**config.mk**
```make
export PLATFORM = sky130hd
export DESIGN_NAME = rx_ctrl_driver
export DESIGN_NICKNAME = d
export VERILOG_FILES = /design/src/include/rx_ctrl_pkg.sv /design/src/core/rx_ctrl_driver.sv /design/src/core/settle_timer.sv
export VERILOG_INCLUDE_DIRS = /design/src /design/src/include
export SDC_FILE = /design/constraint.sdc
export NUM_CORES = 1
export LEC_CHECK = 0
export BUFFER_PORTS_ARGS = -buffer_cell sky130_fd_sc_hd__buf_2
export CORE_ASPECT_RATIO = 0.9
export CORE_MARGIN = 3
export CORE_UTILIZATION = 40
export DETAILED_ROUTE_END_ITERATION = 7
export PLACE_DENSITY = 0.67
export SLEW_MARGIN = 40
export SYNTH_ARGS = -nofsm -noshare
export SYNTH_HDL_FRONTEND = slang
export SYNTH_SLANG_ARGS = --single-unit
export TNS_END_PERCENT = 100
```
**constraint.sdc**
```tcl
create_clock -name clock -period 1.3 [get_ports clock]
set_input_delay 0.26 -clock clock [delete_from_list [all_inputs] [get_ports clock]]
set_output_delay 0.26 -clock clock [all_outputs]
set_load 0.02 [all_outputs]
```
**src/include/rx_ctrl_cfg.svh**
```systemverilog
// timing and encoding constants for the receiver control-pin driver
// assumes inclusion by bare name from the include path
`ifndef RX_CTRL_CFG_SVH
`define RX_CTRL_CFG_SVH

// filter selection codes, msb first
`define FILT_SPLIT 2'h0
`define FILT_FULL 2'h2
`define FILT_REDUCED 2'h1
`define FILT_OFF 2'h3

// attenuation step in dB and code width
`define ATTEN_STEP_DB 2
`define ATTEN_BITS 4
`define ATTEN_MAX_CODE 4'hF

// default setting: full bandwidth, no attenuation, supplies off
`define DEF_FILT `FILT_FULL
`define DEF_ATTEN 4'h0
`define DEF_SUPPLY 4'h0

// settle time after a change before the next update is accepted, ns
`define SETTLE_NS 1000
`define CLK_PERIOD_NS 20
`define SETTLE_CYCLES ((`SETTLE_NS + `CLK_PERIOD_NS - 1) / `CLK_PERIOD_NS)

`endif

```
**src/include/rx_ctrl_pkg.sv**
```systemverilog
// types for the receiver control-pin driver
// assumes rx_ctrl_cfg.svh is on the include path
package rx_ctrl_pkg;

  typedef enum logic [1:0] {
    filt_split = 2'h0,
    filt_reduced = 2'h1,
    filt_full = 2'h2,
    filt_off = 2'h3
  } filter_e;

  // one complete setting of the receiver
  typedef struct packed {
    logic [1:0] filter_sel;
    logic [3:0] first_atten;
    logic [3:0] second_atten;
    logic [3:0] lowband_atten;
    logic [3:0] supply_on;
  } setting_s;

  typedef enum logic [0:0] {
    st_idle = 1'b0,
    st_settle = 1'b1
  } ctrl_state_e;

endpackage : rx_ctrl_pkg

```
**src/core/rx_ctrl_driver.sv**
```systemverilog
// controller that drives the receiver's static control pins
// assumes pins are plain outputs to the level buffers, one clock domain
//
// Behaviour
// (RQ1) the filter choice goes out as two pins, lsb and msb, both driven here.
// (RQ2) code 00 split, lsb low msb high full, lsb high msb low reduced, 11 chain off.
// (RQ3) each attenuator code is four binary bits worth 2 dB per step, 0 to 30 dB.
// (RQ4) the first attenuator has four pins of its own carrying bits 1 to 4.
// (RQ5) the second attenuator has four more pins independent of the first.
// (RQ6) the low-band attenuator has a third group of four pins.
// (RQ7) four supply pins, one per channel, high means the front end is powered.
// (RQ8) with no command the device sits at full bandwidth and zero attenuation.
// (RQ9) all pins of a setting change together on one edge and then hold.
`timescale 1ns/1ps
`default_nettype none
`include "rx_ctrl_cfg.svh"

module rx_ctrl_driver #(
  parameter int SETTLE_CYCLES = `SETTLE_CYCLES
) (
  input wire logic clock,
  input wire logic rst_n,
  // user side: one setting, taken when apply is high and ready is high
  input wire logic apply,
  input wire logic [1:0] filter_code,
  input wire logic [3:0] first_atten_db_code,
  input wire logic [3:0] second_atten_db_code,
  input wire logic [3:0] lowband_atten_db_code,
  input wire logic [3:0] supply_on_req,
  output logic ready,
  output logic [1:0] filter_now,
  // device pins
  output logic filter_select_lsb,
  output logic filter_select_msb,
  output logic first_atten_bit1,
  output logic first_atten_bit2,
  output logic first_atten_bit3,
  output logic first_atten_bit4,
  output logic second_atten_bit1,
  output logic second_atten_bit2,
  output logic second_atten_bit3,
  output logic second_atten_bit4,
  output logic lowband_atten_bit1,
  output logic lowband_atten_bit2,
  output logic lowband_atten_bit3,
  output logic lowband_atten_bit4,
  output logic frontend_supply_on_1,
  output logic frontend_supply_on_2,
  output logic frontend_supply_on_3,
  output logic frontend_supply_on_4
);

  // refuse a settle time the timer cannot count, before any run starts
  if (SETTLE_CYCLES < 1) begin : g_bad_settle
    $error("rx_ctrl_driver: SETTLE_CYCLES must be at least 1");
  end

  ////////////////////////////////////////////////////////////////////
  // state and held setting
  rx_ctrl_pkg::setting_s set_r;
  rx_ctrl_pkg::setting_s set_nxt;
  rx_ctrl_pkg::ctrl_state_e state_r;
  rx_ctrl_pkg::ctrl_state_e state_nxt;
  logic ready_r;
  logic busy;
  wire take;
  wire rx_ctrl_pkg::setting_s req;

  // a code is driven as given; the device scales it by the step size
  function automatic logic [3:0] atten_code(input logic [3:0] code);
    atten_code = code & `ATTEN_MAX_CODE; // [RQ3]
  endfunction : atten_code

  ////////////////////////////////////////////////////////////////////
  // request assembly and acceptance
  assign take = apply && ready_r && (state_r == rx_ctrl_pkg::st_idle);
  assign req.filter_sel = filter_code; // [RQ1] [RQ2]
  assign req.first_atten = atten_code(first_atten_db_code); // [RQ4]
  assign req.second_atten = atten_code(second_atten_db_code); // [RQ5]
  assign req.lowband_atten = atten_code(lowband_atten_db_code); // [RQ6]
  assign req.supply_on = supply_on_req; // [RQ7]
  // whole setting replaced at once so no field passes a mixed code
  assign set_nxt = take ? req : set_r; // [RQ9]

  // busy for the settle time after each change, so pins hold steady
  assign state_nxt = take ? rx_ctrl_pkg::st_settle :
                     ((state_r == rx_ctrl_pkg::st_settle) && !busy) ? rx_ctrl_pkg::st_idle : state_r;

  settle_timer #(
    .CYCLES(SETTLE_CYCLES)
  ) u_settle (
    .clock(clock),
    .rst_n(rst_n),
    .start(take),
    .busy(busy)
  );

  ////////////////////////////////////////////////////////////////////
  // registers; reset matches the device's own default setting
  always_ff @(posedge clock or negedge rst_n) begin
    if (!rst_n) begin
      set_r <= '{`DEF_FILT, `DEF_ATTEN, `DEF_ATTEN, `DEF_ATTEN, `DEF_SUPPLY}; // [RQ8]
      state_r <= rx_ctrl_pkg::st_idle;
      ready_r <= 1'b0;
    end else begin
      set_r <= set_nxt;
      state_r <= state_nxt;
      ready_r <= (state_nxt == rx_ctrl_pkg::st_idle) && !take;
    end
  end

  ////////////////////////////////////////////////////////////////////
  // pin outputs, each straight from a flip-flop
  always_ff @(posedge clock or negedge rst_n) begin
    if (!rst_n) begin
      {filter_select_msb, filter_select_lsb} <= `DEF_FILT; // full bandwidth: lsb low, msb high [RQ8]
      {first_atten_bit4, first_atten_bit3, first_atten_bit2, first_atten_bit1} <= `DEF_ATTEN;
      {second_atten_bit4, second_atten_bit3, second_atten_bit2, second_atten_bit1} <= `DEF_ATTEN;
      {lowband_atten_bit4, lowband_atten_bit3, lowband_atten_bit2, lowband_atten_bit1} <= `DEF_ATTEN;
      {frontend_supply_on_4, frontend_supply_on_3, frontend_supply_on_2, frontend_supply_on_1} <= `DEF_SUPPLY;
      filter_now <= `DEF_FILT;
      ready <= 1'b0;
    end else begin
      filter_select_lsb <= set_nxt.filter_sel[0]; // [RQ1]
      filter_select_msb <= set_nxt.filter_sel[1]; // [RQ1]
      {first_atten_bit4, first_atten_bit3, first_atten_bit2, first_atten_bit1} <= set_nxt.first_atten; // [RQ4]
      {second_atten_bit4, second_atten_bit3, second_atten_bit2, second_atten_bit1} <= set_nxt.second_atten; // [RQ5]
      {lowband_atten_bit4, lowband_atten_bit3, lowband_atten_bit2, lowband_atten_bit1} <= set_nxt.lowband_atten; // [RQ6]
      {frontend_supply_on_4, frontend_supply_on_3, frontend_supply_on_2, frontend_supply_on_1} <= set_nxt.supply_on; // [RQ7]
      filter_now <= set_nxt.filter_sel;
      ready <= (state_nxt == rx_ctrl_pkg::st_idle) && !take;
    end
  end

endmodule : rx_ctrl_driver

`default_nettype wire

```
**src/core/settle_timer.sv**
```systemverilog
// down-counter that holds busy for a fixed number of cycles after start
// assumes one clock and an active-low asynchronous reset
`timescale 1ns/1ps
`default_nettype none

module settle_timer #(
  parameter int CYCLES = 50
) (
  input wire logic clock,
  input wire logic rst_n,
  input wire logic start,
  output logic busy
);

  localparam int W = (CYCLES < 2) ? 1 : $clog2(CYCLES + 1);

  // a zero count would never raise busy, so refuse it at elaboration
  if (CYCLES < 1) begin : g_bad_cycles
    $error("settle_timer: CYCLES must be at least 1");
  end

  logic [W-1:0] count_r;
  logic [W-1:0] count_nxt;

  ////////////////////////////////////////////////////////////////////
  // reload on start, else count down to zero
  assign count_nxt = start ? W'(CYCLES) : ((count_r != '0) ? count_r - W'(1) : count_r);

  always_ff @(posedge clock or negedge rst_n) begin
    if (!rst_n) begin
      count_r <= '0;
    end else begin
      count_r <= count_nxt;
    end
  end

  assign busy = (count_r != '0);

endmodule : settle_timer

`default_nettype wire

```
==> impl_metrics.toml <==
[status]
status = "finished, violations left"
violations = "setup timing"

[power_and_ir_drop]
p_leak_nw = 0.852
ir_drop_uv = 1000
power.density_mw_per_mm2 = 2560

[logic_synthesis]
synth_ff_type = "dfrtp_1"
synth_area_sq_mm = 0.00112
synth_top_cells_by_area = "dfrtp_1 56%, nand2_1 19%, dfstp_2 2.4%"
synth_edf_count = 0
synth-simple-area-share_pct = 26.9
yosys.area.top_type_share_pct = 56.0
synth_commonest_cells = "56 x nand2_1, 25 x dfrtp_1, 4 x inv_1"
synth_top_family_by_area = "simple AND/OR/NAND/NOR gates"
synth_xor_area_share_pct = 0
avgSynthCellArea_sq_um = 9.23
async_flop_share_pct = 100
synth_fa_ha_area_share_pct = 2.24
ys_ff_latch = 26
synth_nets = 144
synth_most_common_cell = "nand2_1"
yosysTopAreaCell = "dfrtp_1"
synthCells = 121
synth-compound-area-share_pct = 7.05
ys_seq_area_share_pct = 58.3
ys_types = 27
yosys_warnings = 0
synth_mux_area_share_pct = 0

[critical_path]
worstPathCellList = "inv_2 > ha_4 > or3b_4 > o2111ai_2 > o31ai_2"
crit_path_start_kind = "flop"
crit_slowest_cell = "dfrtp_1"
r2r-end = "u_settle.count_r[2]"
critPathArrivalTime_ns = 1.69
cp-end-kind = "flop"
crit_path_max_incr_delay_ns = 0.45
path_buf_inv = 1
r2r_setup_slack_ns = -0.17
reg2reg_depth = 5
r2r-start = "u_settle.count_r[1]"
crit_type = "flop to flop"
path_max_fanout = 3
critical-path-top-delay-family = "flip-flops"
cp.required_ns = 1.52

[timing]
drv_slew = 0
hold_violations = 0
relSlewSlack_pct = 61.8
timing.fmax_ghz = 0.682
skew_ns = 0.00986
rsz0062_at_grt = "true"
min_period_over_period_pct = 113
timing.setup.tns_ns = -0.534
setup_viol = 7
layout_min_cycle_time_ns = 1.47
tightestPinTransition_ns = 0.574
worst_slack_ns = -0.166

[drt]
totalWireLength_um = 2580
ant_nets = 0
vias = 1002
viasPerCell = 4.99
drt-wirelength-per-cell_um = 12.9
firstDrtPassIters = 4
drc = 0
drtIter0Drc = 34

[clocking]
clk_pin_slew_ns = 0.15
clk_latency_ns = 0.33
cts.path.max_buffers = 2
cts_made_buffers = 3
cts_tree = "yes"
cts_sinks = 26
cts-root-buf = "clkbuf_4"
h-tree-depth = 1

[floorplanning]
die_y_um = 56.1
io_pins = 42
row_count = 17
start_util_pct = 43.8
die_w_um = 61.7
die_area_sq_mm = 0.00346
core_area_sq_mm = 0.00255

[layout]
diodes = 0
drive_gt1_share_pct = 43.4
final_area_sq_mm = 0.00156
area_growth_pct = 39.9
nNetsFinal = 197

[placed_design]
dpl.hpwl_um = 1780
gp_congestion = 0.868
dpl_cell_area_sq_mm = 0.00140
portBuffers = 41

[hold_path]
hold_depth = 3
whs_endpoint = "filter_now[1]"
holdCritStartpoint = "filter_code[1]"
hold_class = "input pin to flop"

[run]
max_cap_viol_count = 0

[global_routing]
grt.total_usage_pct = 16.4
grt_pass1_vias = 910
antenna_found_initial = 0
overflow = 0
grt_max_degree = 27
grt_pass1_wl_um = 4240
## where the power goes
part           switching, mW  total (mW)  internal, mW  leakage, nW
combinational           1.07        1.94         0.868        0.507
sequential             0.298        1.50          1.20        0.317
clock                  0.250       0.562         0.312       0.0279
total                   1.62        4.00          2.38        0.852
## per-stage QoR
| step | setup WS, ns | cells | power, mW | hold WS, ns | util, % |
|---|---|---|---|---|---|
| 2_1_floorplan | -0.0428 | 121 | 2.56 | -0.0356 | - |
| 3_3_place_gp | -0.0575 | 192 | 3.09 | 0.290 | 54.9 |
| 3_5_place_dp | -0.121 | 192 | 3.16 | 0.290 | 54.9 |
| 4_1_cts | -0.120 | 199 | 3.81 | 0.0928 | 58.6 |
| 5_1_grt | -0.222 | 201 | 4.30 | 0.0642 | 61.2 |
| 6_report | -0.166 | 201 | 4.00 | 0.0929 | 61.2 |
## sequential cells by signal, summed over array words and instances, names as in the netlist
signal                flops
filter_now                2
first_atten_bit4          1
frontend_supply_on_4      1
lowband_atten_bit4        1
ready                     1
second_atten_bit4         1
set_r                    12
state_r                   1
u_settle.count_r          6
## repair_timing
action	CTS	global route
setup buffers	4	3
setup endpoints to repair	9	14
cloned	0	0
hold endpoints to repair	25	0
resized for setup	4	12
pin swaps	2	2
hold buffers	1	0
## layout make-up
type | instances | area (sq um)
flip-flops and latches | 26 | 652
clock buffers | 3 | 22.5
repair buffers | 55 | 329
fillers | 215 | 990
clock inverters | 1 | 30.0
well taps | 28 | 35.0
multi-input cells | 84 | 479
inverters | 4 | 15.0
## routing by layer
layer  up-vias  routed length, um  global-route usage, %
met4         0                 76                   9.39
li1        490                  -                      -
met5         -                  0                      0
met2        35               1220                   25.0
met1       469               1130                   20.9
met3         8                158                   3.25
## worst max path at each step
stage                             start                  end  depth (start not counted)
floorplan           u_settle.count_r[0]  u_settle.count_r[2]                          5
global placement    u_settle.count_r[1]  u_settle.count_r[1]                          5
detailed placement  u_settle.count_r[1]  u_settle.count_r[2]                          5
CTS                 u_settle.count_r[0]  u_settle.count_r[2]                          5
global route        u_settle.count_r[0]  u_settle.count_r[2]                          5
finish              u_settle.count_r[1]  u_settle.count_r[2]                          5
## worst register-to-register path, stage by stage (launching register included)
cell and delay (ns):
dfrtp_1 0.45, inv_2 0.10, ha_4 0.13, or3b_4 0.41, o2111ai_2 0.18, o31ai_2 0.09
## logic make-up (layout without fill, tap and decap cells)
kind of cell    after synthesis  in the layout
compound gates               11             11
buf+inv                      11             63
fa+ha+maj                     2              2
flops                        26             26
simple gates                 71             71
## cell usage in the layout, fill, tap and decap left out, drive strengths merged
master / Yosys / layout
nand3b: 1 / 1
a21boi: 1 / 1
dfstp: 1 / 1
dfrtp: 25 / 25
bufinv: 0 / 1
a21o: 2 / 2
ha: 2 / 2
or2: 1 / 1
a21oi: 4 / 4
nor2: 2 / 2
nor4: 1 / 1
or3b: 1 / 1
a311o: 1 / 1
nor3b: 1 / 1
a31oi: 1 / 1
o2111ai: 1 / 1
nor3: 3 / 3
clkbuf: 2 / 3
nand3: 2 / 2
and3b: 1 / 1
o31ai: 1 / 1
buf: 5 / 54
inv: 4 / 4
dlygate4sd3: 0 / 1
or3: 2 / 2
nand2: 56 / 56
Power figures use the tool's default switching activity.
